`config.mk`:
```
export PLATFORM = sky130hd
export DESIGN_NAME = msrg_top
export DESIGN_NICKNAME = d
export VERILOG_FILES = /design/src/msrg_pkg.sv /design/src/msrg_top.sv
export SDC_FILE = /design/constraint.sdc
export NUM_CORES = 1
export LEC_CHECK = 0
export CORE_MARGIN = 2
export CORE_UTILIZATION = 60
export DETAILED_ROUTE_END_ITERATION = 8
export DONT_BUFFER_PORTS = 1
export PLACE_DENSITY_LB_ADDON = 0.2
export SLEW_MARGIN = 20
export SYNTH_ARGS = -nofsm -noshare
export SYNTH_HDL_FRONTEND = slang
export SYNTH_SLANG_ARGS = --single-unit
```
`constraint.sdc`:
```
create_clock -name ref_clk -period 1.1 [get_ports ref_clk]
set_input_delay 0.275 -clock ref_clk [delete_from_list [all_inputs] [get_ports ref_clk]]
set_output_delay 0.275 -clock ref_clk [all_outputs]
set_load 0.005 [all_outputs]
```
`src/msrg_pkg.sv`:
```
// Shared constants and carrier types for the module-stop and
// retention RAM write guard register bank.
// Assumes one clock domain and a plain byte-wide register port.
package msrg_pkg;

   // Register port widths
   localparam int ADDR_W = 4;
   localparam int DATA_W = 8;

   // Register offsets on the plain port
   localparam logic [3:0] OFF_CLK_STOP = 4'h0;  // Serial FIFO channel clock stop
   localparam logic [3:0] OFF_RET_WE   = 4'h1;  // Retention RAM page write enables
   localparam logic [3:0] OFF_LR_ACC   = 4'h2;  // Large RAM page access enables
   localparam logic [3:0] OFF_LR_WR    = 4'h3;  // Large RAM page write enables

   // Values after reset
   localparam logic [7:0] RST_CLK_STOP = 8'h0f;  // All four channels stopped
   localparam logic [7:0] RST_RET_WE   = 8'h00;  // All pages write protected
   localparam logic [7:0] RST_LR_ACC   = 8'h07;  // Large RAM pages reachable
   localparam logic [7:0] RST_LR_WR    = 8'h07;  // Large RAM pages writable

   // Implemented bits; the rest read as zero
   localparam logic [7:0] MASK_CLK_STOP = 8'h0f;
   localparam logic [7:0] MASK_RET_WE   = 8'h0f;
   localparam logic [7:0] MASK_LR       = 8'h07;

   // Clock stop bit positions
   localparam int CH4_BIT = 3;
   localparam int CH5_BIT = 2;
   localparam int CH6_BIT = 1;
   localparam int CH7_BIT = 0;

   // Large RAM page bit positions
   localparam int LR_PAGE0 = 0;
   localparam int LR_PAGE1 = 1;
   localparam int LR_PAGE2 = 2;

   // Retention pages below this index sit in the first half
   localparam logic [1:0] FIRST_HALF_END = 2'h2;

   // Access request from the retention RAM port
   typedef struct packed {
      logic       valid;
      logic       write;
      logic [1:0] page;
   } msrg_ram_req_t;

   // Verdict for that request, one cycle later
   typedef struct packed {
      logic valid;
      logic rdOk;
      logic wrOk;
   } msrg_ram_grant_t;

endpackage

```
`src/msrg_top.sv`:
```
// Module-stop bits for serial FIFO channels 4 to 7 and the write
// guard of the on-chip data-retention RAM, with its qualifying
// large RAM access and write enables.
// Assumes requests and register strobes come from logic on ref_clk;
// only nrst is asynchronous and is synchronised here.
`timescale 1ns/1ps

// What this block does
// - Channel 4 clock withheld while stop bit set
// - Channel 5 clock withheld while stop bit set
// - Channel 6 clock withheld while stop bit set
// - Channel 7 clock withheld while stop bit set
// - Upper four write-enable bits read zero
// - Page 3 writes need page 3 enable
// - Page 2 writes need page 2 enable
// - Page 1 writes need page 1 enable
// - Page 0 writes need page 0 enable
// - Large page 0 access off blocks all
// - Large page 0 write off blocks writes
// - Large page 1 access off blocks first half
// - Large page 1 write off blocks first half
// - Large page 2 access off blocks second half
// - Large page 2 write off blocks second half
module msrg_top
(
   input  wire logic                     ref_clk,
   input  wire logic                     nrst,
   input  wire logic [msrg_pkg::ADDR_W-1:0] regAddr,
   input  wire logic [msrg_pkg::DATA_W-1:0] regWdata,
   input  wire logic                     regWr,
   input  wire logic                     regRd,
   output logic [msrg_pkg::DATA_W-1:0]   regRdata,
   input  wire msrg_pkg::msrg_ram_req_t  ramReq,
   output msrg_pkg::msrg_ram_grant_t     ramGrant,
   output logic [3:0]                    chClkRun
);
   import msrg_pkg::*;

   // Synchronised reset
   logic       rstMeta_q;     // First stage, read only by second
   logic       rstSyncN_q;    // Reset used by all other logic

   // Software-visible state
   logic [7:0] clkStop_q;     // Channel clock stop bits
   logic [7:0] retWe_q;       // Retention page write enables
   logic [7:0] lrAcc_q;       // Large RAM access enables
   logic [7:0] lrWr_q;        // Large RAM write enables

   // Output flops
   logic [7:0]      rdata_q;  // Read data, valid one cycle after strobe
   msrg_ram_grant_t grant_q;  // Access verdict
   logic [3:0]      run_q;    // Per-channel clock enables

   // Guard terms
   logic firstHalf;           // Request targets the first half
   logic rdAllow;             // Reading the page is permitted
   logic wrAllow;             // Writing the page is permitted

   // Release reset through two flops so deassertion is clean
   always_ff @(posedge ref_clk or negedge nrst)
   begin
      if (!nrst)
      begin
         rstMeta_q  <= 1'b0;
         rstSyncN_q <= 1'b0;
      end
      else
      begin
         rstMeta_q  <= 1'b1;
         rstSyncN_q <= rstMeta_q;
      end
   end

   // Channel clock stop register
   always_ff @(posedge ref_clk or negedge rstSyncN_q)
   begin
      if (!rstSyncN_q)
         clkStop_q <= RST_CLK_STOP;
      else if (regWr && regAddr == OFF_CLK_STOP)
         clkStop_q <= regWdata & MASK_CLK_STOP;
   end

   // Retention page write enables; reserved bits never stored
   always_ff @(posedge ref_clk or negedge rstSyncN_q)
   begin
      if (!rstSyncN_q)
         retWe_q <= RST_RET_WE;
      else if (regWr && regAddr == OFF_RET_WE)
         retWe_q <= regWdata & MASK_RET_WE;
   end

   // Large RAM access enables
   always_ff @(posedge ref_clk or negedge rstSyncN_q)
   begin
      if (!rstSyncN_q)
         lrAcc_q <= RST_LR_ACC;
      else if (regWr && regAddr == OFF_LR_ACC)
         lrAcc_q <= regWdata & MASK_LR;
   end

   // Large RAM write enables
   always_ff @(posedge ref_clk or negedge rstSyncN_q)
   begin
      if (!rstSyncN_q)
         lrWr_q <= RST_LR_WR;
      else if (regWr && regAddr == OFF_LR_WR)
         lrWr_q <= regWdata & MASK_LR;
   end

   // Read mux; unmapped offsets and idle cycles return zero
   always_ff @(posedge ref_clk or negedge rstSyncN_q)
   begin
      if (!rstSyncN_q)
         rdata_q <= 8'h00;
      else if (regRd)
      begin
         case (regAddr)
            OFF_CLK_STOP: rdata_q <= clkStop_q;
            OFF_RET_WE:   rdata_q <= retWe_q;
            OFF_LR_ACC:   rdata_q <= lrAcc_q;
            OFF_LR_WR:    rdata_q <= lrWr_q;
            default:      rdata_q <= 8'h00;
         endcase
      end
      else
         rdata_q <= 8'h00;
   end

   // Channel clock enables; registered so the gating cell sees no glitch
   always_ff @(posedge ref_clk or negedge rstSyncN_q)
   begin
      if (!rstSyncN_q)
         run_q <= 4'h0;
      else
      begin
         run_q[0] <= ~clkStop_q[CH4_BIT];
         run_q[1] <= ~clkStop_q[CH5_BIT];
         run_q[2] <= ~clkStop_q[CH6_BIT];
         run_q[3] <= ~clkStop_q[CH7_BIT];
      end
   end

   // Page-level qualification of the retention RAM
   always_comb
   begin
      firstHalf = ramReq.page < FIRST_HALF_END;
      // Large page 0 gates the whole RAM, then the half's own page
      rdAllow = lrAcc_q[LR_PAGE0] &&
                (firstHalf ? lrAcc_q[LR_PAGE1]
                           : lrAcc_q[LR_PAGE2]);
      wrAllow = rdAllow && lrWr_q[LR_PAGE0] &&
                (firstHalf ? lrWr_q[LR_PAGE1]
                           : lrWr_q[LR_PAGE2]) &&
                retWe_q[ramReq.page];
   end

   // Verdict flop; a refusal is just a low ok bit, no error path
   always_ff @(posedge ref_clk or negedge rstSyncN_q)
   begin
      if (!rstSyncN_q)
         grant_q <= '0;
      else
      begin
         grant_q.valid <= ramReq.valid;
         grant_q.rdOk  <= ramReq.valid && !ramReq.write && rdAllow;
         grant_q.wrOk  <= ramReq.valid && ramReq.write && wrAllow;
      end
   end

   assign regRdata = rdata_q;
   assign ramGrant = grant_q;
   assign chClkRun = run_q;
endmodule

```
# --- Yosys cells after proc, flatten, opt, wreduce, memory -nomap -nowiden ---
# Cells that the tools add are included.
op_classes:
  magnitude_cmp: 2
  eq_ne: 3
  n_mux: 6
  n_bitwise: 4
  reduce_logical: 14
ops:
  columns: ["operator", "n"]
  rows:
  - ["4-bit one-hot mux with 4 select lines", 1]
  - ["1-bit logical AND", 12]
  - ["4-bit by 2-bit equality test with 1-bit output, second input constant", 2]
  - ["4-bit by 1-bit equality test with 1-bit output, second input constant", 1]
  - ["4-bit zero test", 1]
  - ["2-bit by 4-bit less-than comparator with 1-bit output, second input constant", 1]
  - ["4-bit 2-to-1 mux", 1]
  - ["1-bit inverter", 4]
  - ["1-bit 2-to-1 mux", 3]
  - ["1-bit binary-select mux with 2-bit select", 1]
  - ["2-bit less-than comparator, second input constant", 1]
  - ["1-bit zero test", 1]
word_totals:
  register_bits: 27
  wordCells: 40

# --- Longest topological paths before layout ---
# Gate-level depths: netlist of the first run.
depth:
  word_depth: 7
  mapped_depth: 4

# --- Worst setup path before layout of the first run ---
# Ideal clock, no wire load.
synth_timing:
  path_kind: "reg2reg"
  startpoint: "register lrWr_q[0]"
  endpoint: "register grant_q (netlist bit ramGrant[0])"
  arrival_ns: 1.269
  required_ns: 1.006
  path_slack_ns: -0.262
  stages_incl_launch_ff: 4
  cell_sequence: "dfstp_2 nand2_1 or4b_1 a221oi_2"
synth_between:
  elab_chain_len: 4
synth_lines:
  columns: ["item", "line", "rtl"]
  rows:
  - ["from (decl)", "msrg_top.sv:47", "logic [7:0] lrWr_q;"]
  - ["from (signal assigned)", "msrg_top.sv:107", "lrWr_q <= regWdata & MASK_LR;"]
  - ["1-bit logical AND (2 in a row)", "msrg_top.sv:151", "wrAllow = rdAllow && lrWr_q[LR_PAGE0] &&"]
  - ["1-bit logical AND", "msrg_top.sv:153", ": lrWr_q[LR_PAGE2]) &&"]
  - ["1-bit logical AND", "msrg_top.sv:166", "grant_q.wrOk <= ramReq.valid && ramReq.write && wrAllow;"]
  - ["to (decl)", "msrg_top.sv:51", "msrg_ram_grant_t grant_q;"]
# Every way passes these cells.
# A chain may end at the register's enable or synchronous reset.

# --- Worst setup path in the final report of the first run ---
# Ends and elaborated chain as after synthesis.

==> out/summary.txt, run 1 <==
SYNTHESIS
-----------------------------------------------------------------------------------
Total of warnings raised by yosys                                                 0
Number of synthesized flops with an enable pin                                    0
Post-Syn Area per Cell                                                   13.9 sq um
Dominant register cell in the synthesized netlist                      sky130_fd_sc_hd__dfrtp_1
Synthesized area                                                         1150 sq um
Flip-flop and latch count after synthesis                                        27
Cell count after synthesis                                                       83
Share of the yosys chip area belonging to registers                           0.598
Synth cell types                                                                 21
Async S/R FF share, synth                                                      1.00

WORST HOLD PATH
-----------------------------------------------------------------------------------
Class of the worst hold path                                              in -> reg
Endpoint of the worst hold path                                          retWe_q[2]
Min-Delay Path Depth                                                              1
Source of the worst hold timing path                                    regWdata[2]

FINISH
-----------------------------------------------------------------------------------
Count of placed standard cells in the final layout, fillers left out            122
Share of final-layout standard cells stronger than drive strength 1           0.433
Inserted Diodes                                                                   0
Fin area                                                                 1320 sq um
Synthesis-to-layout area growth                                               14.7%
Fin nets                                                                        118

GLOBAL ROUTING
-----------------------------------------------------------------------------------
Pin count of the biggest net entering global routing                             16
First-pass GRT wire length                                             3130 microns
Via count of the first global-routing pass                                      720
Antenna violations before repair                                                  0
Combined global-route utilization of all metal layers                         0.209
Gr ovfl total                                                                     0

STA
-----------------------------------------------------------------------------------
Number of max-slew violations in the final report                                 0
Setup repair after global routing missed its margin                            true
Clock Skews                                                                 4.88 ps
Post-Route Hold Slack                                                       85.5 ps
Min Tclk post-route                                                         1390 ps
Fraction of the cycle the final worst path needs                               1.27
Setup violators final                                                             1
Number of hold violations in the final report                                     0
Worst-case setup margin in the final layout                                 -293 ps
Highest achievable clock rate                                               718 MHz

PWR
-----------------------------------------------------------------------------------
VDD IR max                                                                  1.17 mV
LEAKAGE                                                                    0.581 nW
Total power of the final layout                                             2.13 mW
Pwr dens                                                               1610 nW/um^2

CTS
-----------------------------------------------------------------------------------
Clock latency reported for the late side of the worst-skew pair              320 ps
Maximum clock path buffer count                                                   2
CTS tree                                                                       done
Number of H-tree levels                                                           1
Clock sink count                                                                 27
Number of buffers created by CTS                                                  3
Buffers inserted during post-CTS setup optimization                               0
Root buffer cell                                                       sky130_fd_sc_hd__clkbuf_4
Clock transition at the registers of the reported paths                      130 ps

FLOORPLANNING
-----------------------------------------------------------------------------------
Number of I/O pins                                                               35
Number of standard-cell rows in the floorplan                                    15
Horizontal extent of the die                                           47.8 microns
Initial core utilization                                                      0.652
Die Area                                                                 2280 sq um
Die span in y                                                          47.8 microns
Core Box Area                                                            1760 sq um

OUTCOME
-----------------------------------------------------------------------------------
Run status                                                             finished with violations
Violated checks                                                        negative setup slack

SETUP PATH
-----------------------------------------------------------------------------------
Flop2flop setup slack                                                       -290 ps
Worst setup path category                                                reg -> reg
Category of the worst setup path capture point                             register
Element type at the critical path start                                    register
Worst r2r path cells                                                              3
Crit path arrival time                                                      1640 ps
Reg-to-Reg Start                                                          lrWr_q[0]
Critical path fanouts, max                                                        2
Required time of the worst setup path                                       1340 ps
Endpoint of the most critical register-to-register path                 ramGrant[0]

DETAILED ROUTING
-----------------------------------------------------------------------------------
Routed via count divided by cell count                                         5.73
DRC errors left                                                                   0
Final wirelength                                                       2050 microns
DR pass1 iterations                                                               4
Detailed-route via count                                                        699
Detailed router's first-iteration violation count                                 3
Detailed-route wire length per cell                                    16.8 microns
Antenna violation net count after detailed routing                                0

PLACEMENT
-----------------------------------------------------------------------------------
Post-place instance area                                                 1230 sq um
Number of port buffers                                                            0
Number of placed cells counting well taps                                       113
Placement Setup Slack                                                       -282 ps
HPWL reported at the end of detailed placement                         1490 microns
Global placer's final weighted congestion                                     0.848

RUN
-----------------------------------------------------------------------------------
Max-Cap Viols                                                                     0

## cells by family (layout without fill, tap and decap cells)
logic type,Yosys count,in the layout,share of synthesized area
buf+inv,9,20,0.0435
compound gates,4,4,0.0359
flops,27,27,0.598
simple gates,17,17,0.0913
other cells,2,5,0.00652
mux,24,24,0.225
## routing by layer
layer,vias to the layer above,share of wire,wire [microns],track usage
li1,313,-,-,-
met1,345,0.42,871,0.256
met2,34,0.47,970,0.336
met3,7,0.070,143,0.0453
met4,0,0.033,67,0.130
met5,-,0,0,0
## stage by stage
step,TNS [ps],utilization
after CTS,-295,0.746
final,-293,0.748
after global placement,-454,0.700
after global routing,-344,0.748
after floorplan,-322,-
after detailed placement,-543,0.700
## report_power, final
group	switching (mW)	internal [mW]
clock	0.275	0.136
combinational	0.144	0.244
sequential	0.109	1.22
## critical path, stage by stage, from the launching register on
cell and delay [ps]:
sky130_fd_sc_hd__dfstp_2 550, sky130_fd_sc_hd__nand2_1 50, sky130_fd_sc_hd__or4b_4 510, sky130_fd_sc_hd__a221oi_2 210
## cell usage after synthesis, types with 2 or more instances
master / number / area share
sky130_fd_sc_hd__o22a_1: 3 / 0.023
sky130_fd_sc_hd__nor2_1: 5 / 0.016
sky130_fd_sc_hd__buf_4: 4 / 0.026
sky130_fd_sc_hd__nand2_1: 2 / 0.0065
sky130_fd_sc_hd__mux2_2: 15 / 0.15
sky130_fd_sc_hd__dfstp_2: 10 / 0.23
sky130_fd_sc_hd__inv_1: 4 / 0.013
sky130_fd_sc_hd__nand4_1: 2 / 0.011
sky130_fd_sc_hd__dfrtp_1: 17 / 0.37
sky130_fd_sc_hd__mux2i_1: 9 / 0.078
sky130_fd_sc_hd__conb_1: 2 / 0.0065
## sequential cells by signal, summed over array words and instances, names as in the netlist
name        cells
rstSyncN_q      1
lrWr_q          3
regRdata        4
ramGrant        3
lrAcc_q         3
retWe_q         4
clkStop_q       4
chClkRun        4
rstMeta_q       1
## placed cells by master (no fill, tap or decap)
| cell | instances |
|---|---|
| sky130_fd_sc_hd__a221oi_2 | 1 |
| sky130_fd_sc_hd__and4b_2 | 1 |
| sky130_fd_sc_hd__and4bb_2 | 1 |
| sky130_fd_sc_hd__buf_4 | 7 |
| sky130_fd_sc_hd__clkbuf_4 | 3 |
| sky130_fd_sc_hd__clkinv_2 | 1 |
| sky130_fd_sc_hd__conb_1 | 5 |
| sky130_fd_sc_hd__dfrtp_1 | 17 |
| sky130_fd_sc_hd__dfstp_2 | 10 |
| sky130_fd_sc_hd__dlygate4sd3_1 | 5 |
| sky130_fd_sc_hd__inv_1 | 4 |
| sky130_fd_sc_hd__mux2_2 | 11 |
| sky130_fd_sc_hd__mux2_4 | 4 |
| sky130_fd_sc_hd__mux2i_1 | 8 |
| sky130_fd_sc_hd__mux2i_2 | 1 |
| sky130_fd_sc_hd__nand2_1 | 2 |
| sky130_fd_sc_hd__nand3_1 | 1 |
| sky130_fd_sc_hd__nand4_1 | 2 |
| sky130_fd_sc_hd__nand4b_1 | 1 |
| sky130_fd_sc_hd__nor2_1 | 4 |
| sky130_fd_sc_hd__nor2_4 | 1 |
| sky130_fd_sc_hd__nor3_1 | 1 |
| sky130_fd_sc_hd__o22a_1 | 3 |
| sky130_fd_sc_hd__or3_1 | 1 |
| sky130_fd_sc_hd__or3b_1 | 1 |
| sky130_fd_sc_hd__or4b_4 | 1 |
## worst max path at each step
stage	from	endpoint	slack (ps)
2_1_floorplan	lrWr_q[0]	ramGrant[0]	-260
3_3_place_gp	lrWr_q[0]	ramGrant[0]	-260
3_5_place_dp	lrWr_q[0]	ramGrant[0]	-280
4_1_cts	lrWr_q[0]	ramGrant[0]	-290
5_1_grt	lrWr_q[0]	ramGrant[0]	-340
6_report	lrWr_q[0]	ramGrant[0]	-290
## cell type report
class,count,area [sq um]
Clock buffer,3,22.5
Clock inverter,1,5.00
Multi-Input combinational cell,50,455
Tap cell,25,31.3
Fill cell,132,444
Sequential cell,27,688
Inverter,4,15.0
Timing Repair Buffer,12,103
## timing repair
item                                    in CTS  in global routing
pin swaps                                    0                  0
endpoints found under the setup margin       1                  2
resized for setup                            1                  1
hold buffers                                 5                  0
endpoints found under the hold margin        6                  0
Power figures use the tool's default switching activity.
==> run 2: changes to the inputs <==
--- a/config.mk
+++ b/config.mk
@@ -5,11 +5,13 @@
 export SDC_FILE = /design/constraint.sdc
 export NUM_CORES = 1
 export LEC_CHECK = 0
+export CELL_PAD_IN_SITES_DETAIL_PLACEMENT = 0
+export CELL_PAD_IN_SITES_GLOBAL_PLACEMENT = 2
 export CORE_MARGIN = 2
-export CORE_UTILIZATION = 60
+export CORE_UTILIZATION = 39
 export DETAILED_ROUTE_END_ITERATION = 8
 export DONT_BUFFER_PORTS = 1
-export PLACE_DENSITY_LB_ADDON = 0.2
+export PLACE_DENSITY = 0.83
 export SLEW_MARGIN = 20
 export SYNTH_ARGS = -nofsm -noshare
 export SYNTH_HDL_FRONTEND = slang
==> out/summary.txt, run 2 (synthesized netlist as in run 1, its figures left out) <==
FLOORPLANNING
-----------------------------------------------------------------------------------
Die Area                                                                 3400 sq um   +49%
Horizontal extent of the die                                           58.3 microns   +22%
Core Box Area                                                            2780 sq um   +58%
Die span in y                                                          58.3 microns   +22%
Number of standard-cell rows in the floorplan                                    19   +4
Number of I/O pins                                                               35   unchanged
Initial core utilization                                                      0.414   -0.239

GLOBAL ROUTING
-----------------------------------------------------------------------------------
First-pass GRT wire length                                             3380 microns   +8.2%
Combined global-route utilization of all metal layers                         0.134   -0.0755
Pin count of the biggest net entering global routing                             26   +10
Gr ovfl total                                                                     0   unchanged
Antenna violations before repair                                                  0   unchanged
Via count of the first global-routing pass                                      702   -2.5%

PLACEMENT
-----------------------------------------------------------------------------------
Post-place instance area                                                 1230 sq um   unchanged
Number of port buffers                                                            0   unchanged
Placement Setup Slack                                                       -278 ps   +4.06 ps
HPWL reported at the end of detailed placement                         1560 microns   +4.7%
Number of placed cells counting well taps                                       118   +4.4%
Global placer's final weighted congestion                                     0.788   -7.0%

OUTCOME
-----------------------------------------------------------------------------------
Violated checks                                                        negative setup slack
Run status                                                             finished with violations

CTS
-----------------------------------------------------------------------------------
Buffers inserted during post-CTS setup optimization                               0   unchanged
Clock sink count                                                                 27   unchanged
Root buffer cell                                                       sky130_fd_sc_hd__clkbuf_4
Maximum clock path buffer count                                                   2   unchanged
Clock transition at the registers of the reported paths                      150 ps   +20 ps
CTS tree                                                                       done
Clock latency reported for the late side of the worst-skew pair              320 ps   about the same
Number of H-tree levels                                                           1   unchanged
Number of buffers created by CTS                                                  3   unchanged

RUN
-----------------------------------------------------------------------------------
Max-Cap Viols                                                                     0   unchanged

FINISH
-----------------------------------------------------------------------------------
Count of placed standard cells in the final layout, fillers left out            127   +4.1%
Fin nets                                                                        117   -0.85%
Share of final-layout standard cells stronger than drive strength 1           0.417   -0.0163
Fin area                                                                 1320 sq um   unchanged
Multi-input gate area in the final layout                                 452 sq um   -0.82%
Inserted Diodes                                                                   0   unchanged
Fillers                                                                         261   +98%
Leading cell types in the layout, fill and taps excluded               sky130_fd_sc_hd__dfrtp_1 (17), sky130_fd_sc_hd__mux2_2 (11), sky130_fd_sc_hd__dfstp_2 (10), sky130_fd_sc_hd__mux2i_1 (9)
Register area                                                             688 sq um   unchanged
Most common cell after layout, fill and taps aside                     sky130_fd_sc_hd__dfrtp_1
Synthesis-to-layout area growth                                               14.7%   unchanged

SETUP PATH
-----------------------------------------------------------------------------------
Longest individual stage delay on the worst path                             550 ps   about the same
Reg-to-Reg Start                                                          lrWr_q[0]
Category of the worst setup path capture point                             register
Required time of the worst setup path                                       1350 ps   about the same
Launch point of the critical path                                         lrWr_q[0]
Element type at the critical path start                                    register
Worst setup path category                                                reg -> reg
Critical path fanouts, max                                                        2   unchanged
Sequence of cells on the critical path                                 nand2_1 > or4b_4 > a221oi_2
Crit path arrival time                                                      1680 ps   +40 ps
Max stage delay cell, worst path                                       sky130_fd_sc_hd__dfstp_2

STA
-----------------------------------------------------------------------------------
Clock Skews                                                                 8.06 ps   +3.18 ps
Min Tclk post-route                                                         1430 ps   +39.3 ps
Number of max-slew violations in the final report                                 0   unchanged
Setup repair after global routing missed its margin                            true
Post-Route Hold Slack                                                       85.0 ps   -0.463 ps
Highest achievable clock rate                                               698 MHz   -2.7%
Fraction of the cycle the final worst path needs                               1.30   +0.0357
Setup violators final                                                             2   +1
Worst-case setup margin in the final layout                                 -332 ps   -39.3 ps
Number of hold violations in the final report                                     0   unchanged

DETAILED ROUTING
-----------------------------------------------------------------------------------
Detailed-route wire length per cell                                    16.8 microns   -0.19%
DR pass1 iterations                                                               4   unchanged
Antenna violation net count after detailed routing                                0   unchanged
Detailed-route via count                                                        689   -1.4%
DRC errors left                                                                   0   unchanged
Routed via count divided by cell count                                         5.43   -5.3%
Detailed router's first-iteration violation count                                16   +13
Final wirelength                                                       2130 microns   +3.9%

WORST HOLD PATH
-----------------------------------------------------------------------------------
Class of the worst hold path                                              in -> reg
Source of the worst hold timing path                                    regWdata[0]

PWR
-----------------------------------------------------------------------------------
Pwr dens                                                               1620 nW/um^2   +0.69%
LEAKAGE                                                                    0.579 nW   -0.36%
VDD IR max                                                                 0.839 mV   -29%
Total power of the final layout                                             2.14 mW   +0.69%

[run 2: cell count changes in the layout (fill, tap and decap cells not counted), sizes merged]
cell / change
buf: -1
[run 2: final timing paths]
check / end / slack [ps] / cells after the start
max: ramGrant[0] / -330 / 3
max in group asynchronous: clkStop_q[1] / 580 / 1
max reg2reg: ramGrant[0] / -330 / 3
min: retWe_q[0] / 90 / 1
min in group asynchronous: rstMeta_q / 160 / 1
min reg2reg: retWe_q[0] / 230 / 1
[run 2: through the flow]
stage,utilization,setup TNS (ps)
4_1_cts,0.472,-309
5_1_grt,0.475,-439
3_5_place_dp,0.444,-605
3_3_place_gp,0.444,-489
2_1_floorplan,-,-322
6_report,0.475,-338
[run 2: worst max-delay path: cells and delay by family (launching register included)]
kind,cells,cell delay [ps]
and+or+nand+nor,2,560
DFF,1,550
AOI/OAI and AO/OA,1,240
[run 2: where the power goes]
group | total [mW] | switching [mW] | internal [mW]
registers | 1.33 | 0.114 | 1.22
logic | 0.385 | 0.142 | 0.242
clock network | 0.424 | 0.288 | 0.136
[run 2: repair_timing]
action | CTS | global route
hold buffers | 5 | 0
pin swaps | 0 | 3
setup endpoints to repair | 1 | 3
endpoints found under the hold margin | 6 | 0
resized for setup | 0 | 2
[run 2: layout make-up]
type / count / area share
Clock inverter: 1 / 0.00379
Inverter: 4 / 0.0114
Clock buffer: 3 / 0.0171
Sequential cell: 27 / 0.521
Tap cell: 31 / 0.0294
Timing Repair Buffer: 11 / 0.0749
Multi-Input combinational cell: 50 / 0.342
[run 2: routing by layer]
metal,up-vias,part of all wire,GRT usage,wire (microns)
met5,-,0,0,0
met4,0,0.0061,0.0598,13
met3,2,0.084,0.0396,179
met2,26,0.46,0.196,976
met1,347,0.45,0.184,962
li1,314,-,-,-
==> run 3: changes to the inputs <==
--- a/config.mk
+++ b/config.mk
@@ -7,6 +7,7 @@
 export LEC_CHECK = 0
 export CELL_PAD_IN_SITES_DETAIL_PLACEMENT = 0
 export CELL_PAD_IN_SITES_GLOBAL_PLACEMENT = 2
+export CORE_ASPECT_RATIO = 0.5
 export CORE_MARGIN = 2
 export CORE_UTILIZATION = 39
 export DETAILED_ROUTE_END_ITERATION = 8
==> out/summary.txt, run 3 (synthesized netlist as in run 1, its figures left out) <==
SETUP PATH
----------------------------------------------------------------------------------
Required time of the worst setup path                                      1280 ps   -70 ps
Worst setup path category                                               reg -> reg
Max stage delay cell, worst path                                      sky130_fd_sc_hd__dfstp_2
Flop2flop setup slack                                                      -310 ps   +20 ps
Category of the worst setup path capture point                            register
Critical path fanouts, max                                                       2   unchanged
Crit path arrival time                                                     1590 ps   -90 ps
Sequence of cells on the critical path                                nand2_1 > or4b_4 > a221oi_2
Longest individual stage delay on the worst path                            530 ps   -20 ps
Element type at the critical path start                                   register

CTS
----------------------------------------------------------------------------------
Clock latency reported for the late side of the worst-skew pair             270 ps   -50 ps
Clock sink count                                                                27   unchanged
Number of H-tree levels                                                          1   unchanged
CTS tree                                                                      done
Maximum clock path buffer count                                                  2   unchanged
Clock transition at the registers of the reported paths                      80 ps   -70 ps
Root buffer cell                                                      sky130_fd_sc_hd__clkbuf_8
Number of buffers created by CTS                                                 3   unchanged

FLOORPLANNING
----------------------------------------------------------------------------------
Core Box Area                                                           2700 sq um   -2.9%
Die span in y                                                         42.4 microns   -27%
Number of standard-cell rows in the floorplan                                   13   -6
Number of I/O pins                                                              35   unchanged
Initial core utilization                                                     0.426   +0.0125
Horizontal extent of the die                                          80.8 microns   +39%
Die Area                                                                3430 sq um   +0.76%

PWR
----------------------------------------------------------------------------------
Proportion of power drawn by the clock network                               0.240   +0.042
Portion of total power attributed to sequential cells                        0.583   -0.040
Sw Share                                                                     0.242   -0.0117
Proportion of power drawn by combinational gates                             0.177   -0.002
VDD IR max                                                                0.565 mV   -33%
Total power of the final layout                                            2.28 mW   +6.4%
Total internal power                                                       1.73 mW   +8.0%
LEAKAGE                                                                   0.577 nW   -0.42%
Net load switching power                                                    553 uW   +1.5%
Pwr dens                                                              1720 nW/um^2   +5.7%

FINISH
----------------------------------------------------------------------------------
Most common cell after layout, fill and taps aside                    sky130_fd_sc_hd__dfrtp_1
Fin area                                                                1330 sq um   +0.66%
Multi-input gate area in the final layout                                459 sq um   +1.7%
Leading cell types in the layout, fill and taps excluded              sky130_fd_sc_hd__dfrtp_1 (17), sky130_fd_sc_hd__mux2_2 (11), sky130_fd_sc_hd__dfstp_2 (10), sky130_fd_sc_hd__mux2i_1 (7), sky130_fd_sc_hd__buf_4 (7)
Fillers                                                                        252   -3.4%
Synthesis-to-layout area growth                                              15.4%
Register area                                                            688 sq um   unchanged
Inserted Diodes                                                                  0   unchanged
Share of final-layout standard cells stronger than drive strength 1          0.468   +0.0514
Fin nets                                                                       115   -1.7%

STA
----------------------------------------------------------------------------------
Highest achievable clock rate                                              708 MHz   +1.5%
Min Tclk post-route                                                        1410 ps   -20.8 ps
Worst-case setup margin in the final layout                                -312 ps   +20.8 ps
Number of hold violations in the final report                                    0   unchanged
Fraction of the cycle the final worst path needs                              1.28   -0.0189
Setup violators final                                                            1   -1
Number of max-slew violations in the final report                                0   unchanged
Clock Skews                                                                9.23 ps   +1.17 ps
Setup repair after global routing missed its margin                           true
Post-Route Hold Slack                                                      32.5 ps   -52.5 ps

DETAILED ROUTING
----------------------------------------------------------------------------------
Final wirelength                                                      2120 microns   -0.56%
Detailed-route via count                                                       657   -4.6%
Routed via count divided by cell count                                        5.02   -7.6%
DR pass1 iterations                                                              3   -1
DRC errors left                                                                  0   unchanged
Detailed-route wire length per cell                                   16.2 microns   -3.6%
Antenna violation net count after detailed routing                               0   unchanged
Detailed router's first-iteration violation count                               75   +59

PLACEMENT
----------------------------------------------------------------------------------
Number of port buffers                                                           0   unchanged
HPWL reported at the end of detailed placement                        1650 microns   +5.5%
Placement Setup Slack                                                      -279 ps   -1.67 ps
Post-place instance area                                                1250 sq um   +1.2%
Global placer's final weighted congestion                                    0.767   -2.7%

GLOBAL ROUTING
----------------------------------------------------------------------------------
Combined global-route utilization of all metal layers                        0.142   +0.00810
Pin count of the biggest net entering global routing                            26   unchanged
Gr ovfl total                                                                    0   unchanged
Antenna violations before repair                                                 0   unchanged
Via count of the first global-routing pass                                     694   -1.1%
First-pass GRT wire length                                            3560 microns   +5.3%

RUN
----------------------------------------------------------------------------------
Max-Cap Viols                                                                    0   unchanged

WORST HOLD PATH
----------------------------------------------------------------------------------
Class of the worst hold path                                             in -> reg

OUTCOME
----------------------------------------------------------------------------------
Run status                                                            finished with violations
Violated checks                                                       negative setup slack

-- run 3: layer usage --
layer	global-route usage	wire, microns	vias to the layer above
met5	0	0	-
met4	0.0305	10	0
met3	0.0625	162	2
met2	0.215	962	18
met1	0.189	984	329
li1	-	-	308
-- run 3: path summary, 6_finish.rpt --
path                       startpoint  depth (start not counted)          end
max reg2reg                 lrWr_q[0]                          3  ramGrant[0]
min in group asynchronous  rstSyncN_q                          1   retWe_q[2]
max in group asynchronous  rstSyncN_q                          1   lrAcc_q[1]
max                         lrWr_q[0]                          3  ramGrant[0]
min reg2reg                rstSyncN_q                          1   retWe_q[2]
min                         ramReq[3]                          0  ramGrant[2]
-- run 3: repair_timing --
action                     4_1_cts  5_1_grt
hold endpoints to repair         2        0
setup endpoints to repair        1        3
gates resized for setup          0        4
pin swaps                        0        3
setup buffers                    0        1
hold buffers                     1        0
-- run 3: area by class of cell --
cell class                      instances  area share
Clock buffer                            3      0.0311
Clock inverter                          1     0.00377
Inverter                                4      0.0113
Multi-Input combinational cell         50       0.346
Sequential cell                        27       0.518
Tap cell                               37      0.0348
Timing Repair Buffer                    9      0.0556
-- run 3: worst max-delay path: cells and delay by family (launching register included) --
kind | cells | cell delay [ps]
simple gates | 2 | 560
compound gates | 1 | 240
flops | 1 | 530
-- run 3: through the flow --
step	std cells	setup TNS [ps]	utilization
after floorplan	86	-322	-
after global placement	125	-493	0.463
after detailed placement	125	-824	0.463
after CTS	130	-297	0.484
after global routing	131	-399	0.492
final	131	-312	0.492
-- run 3: power by group through the flow --
| stage | clock [mW] | combinational [mW] | sequential, mW |
|---|---|---|---|
| floorplan | 0 | 0.263 | 1.33 |
| global placement | 0 | 0.358 | 1.34 |
| detailed placement | 0 | 0.369 | 1.35 |
| CTS | 0.558 | 0.376 | 1.33 |
| global route | 0.614 | 0.449 | 1.36 |
| finish | 0.548 | 0.402 | 1.33 |
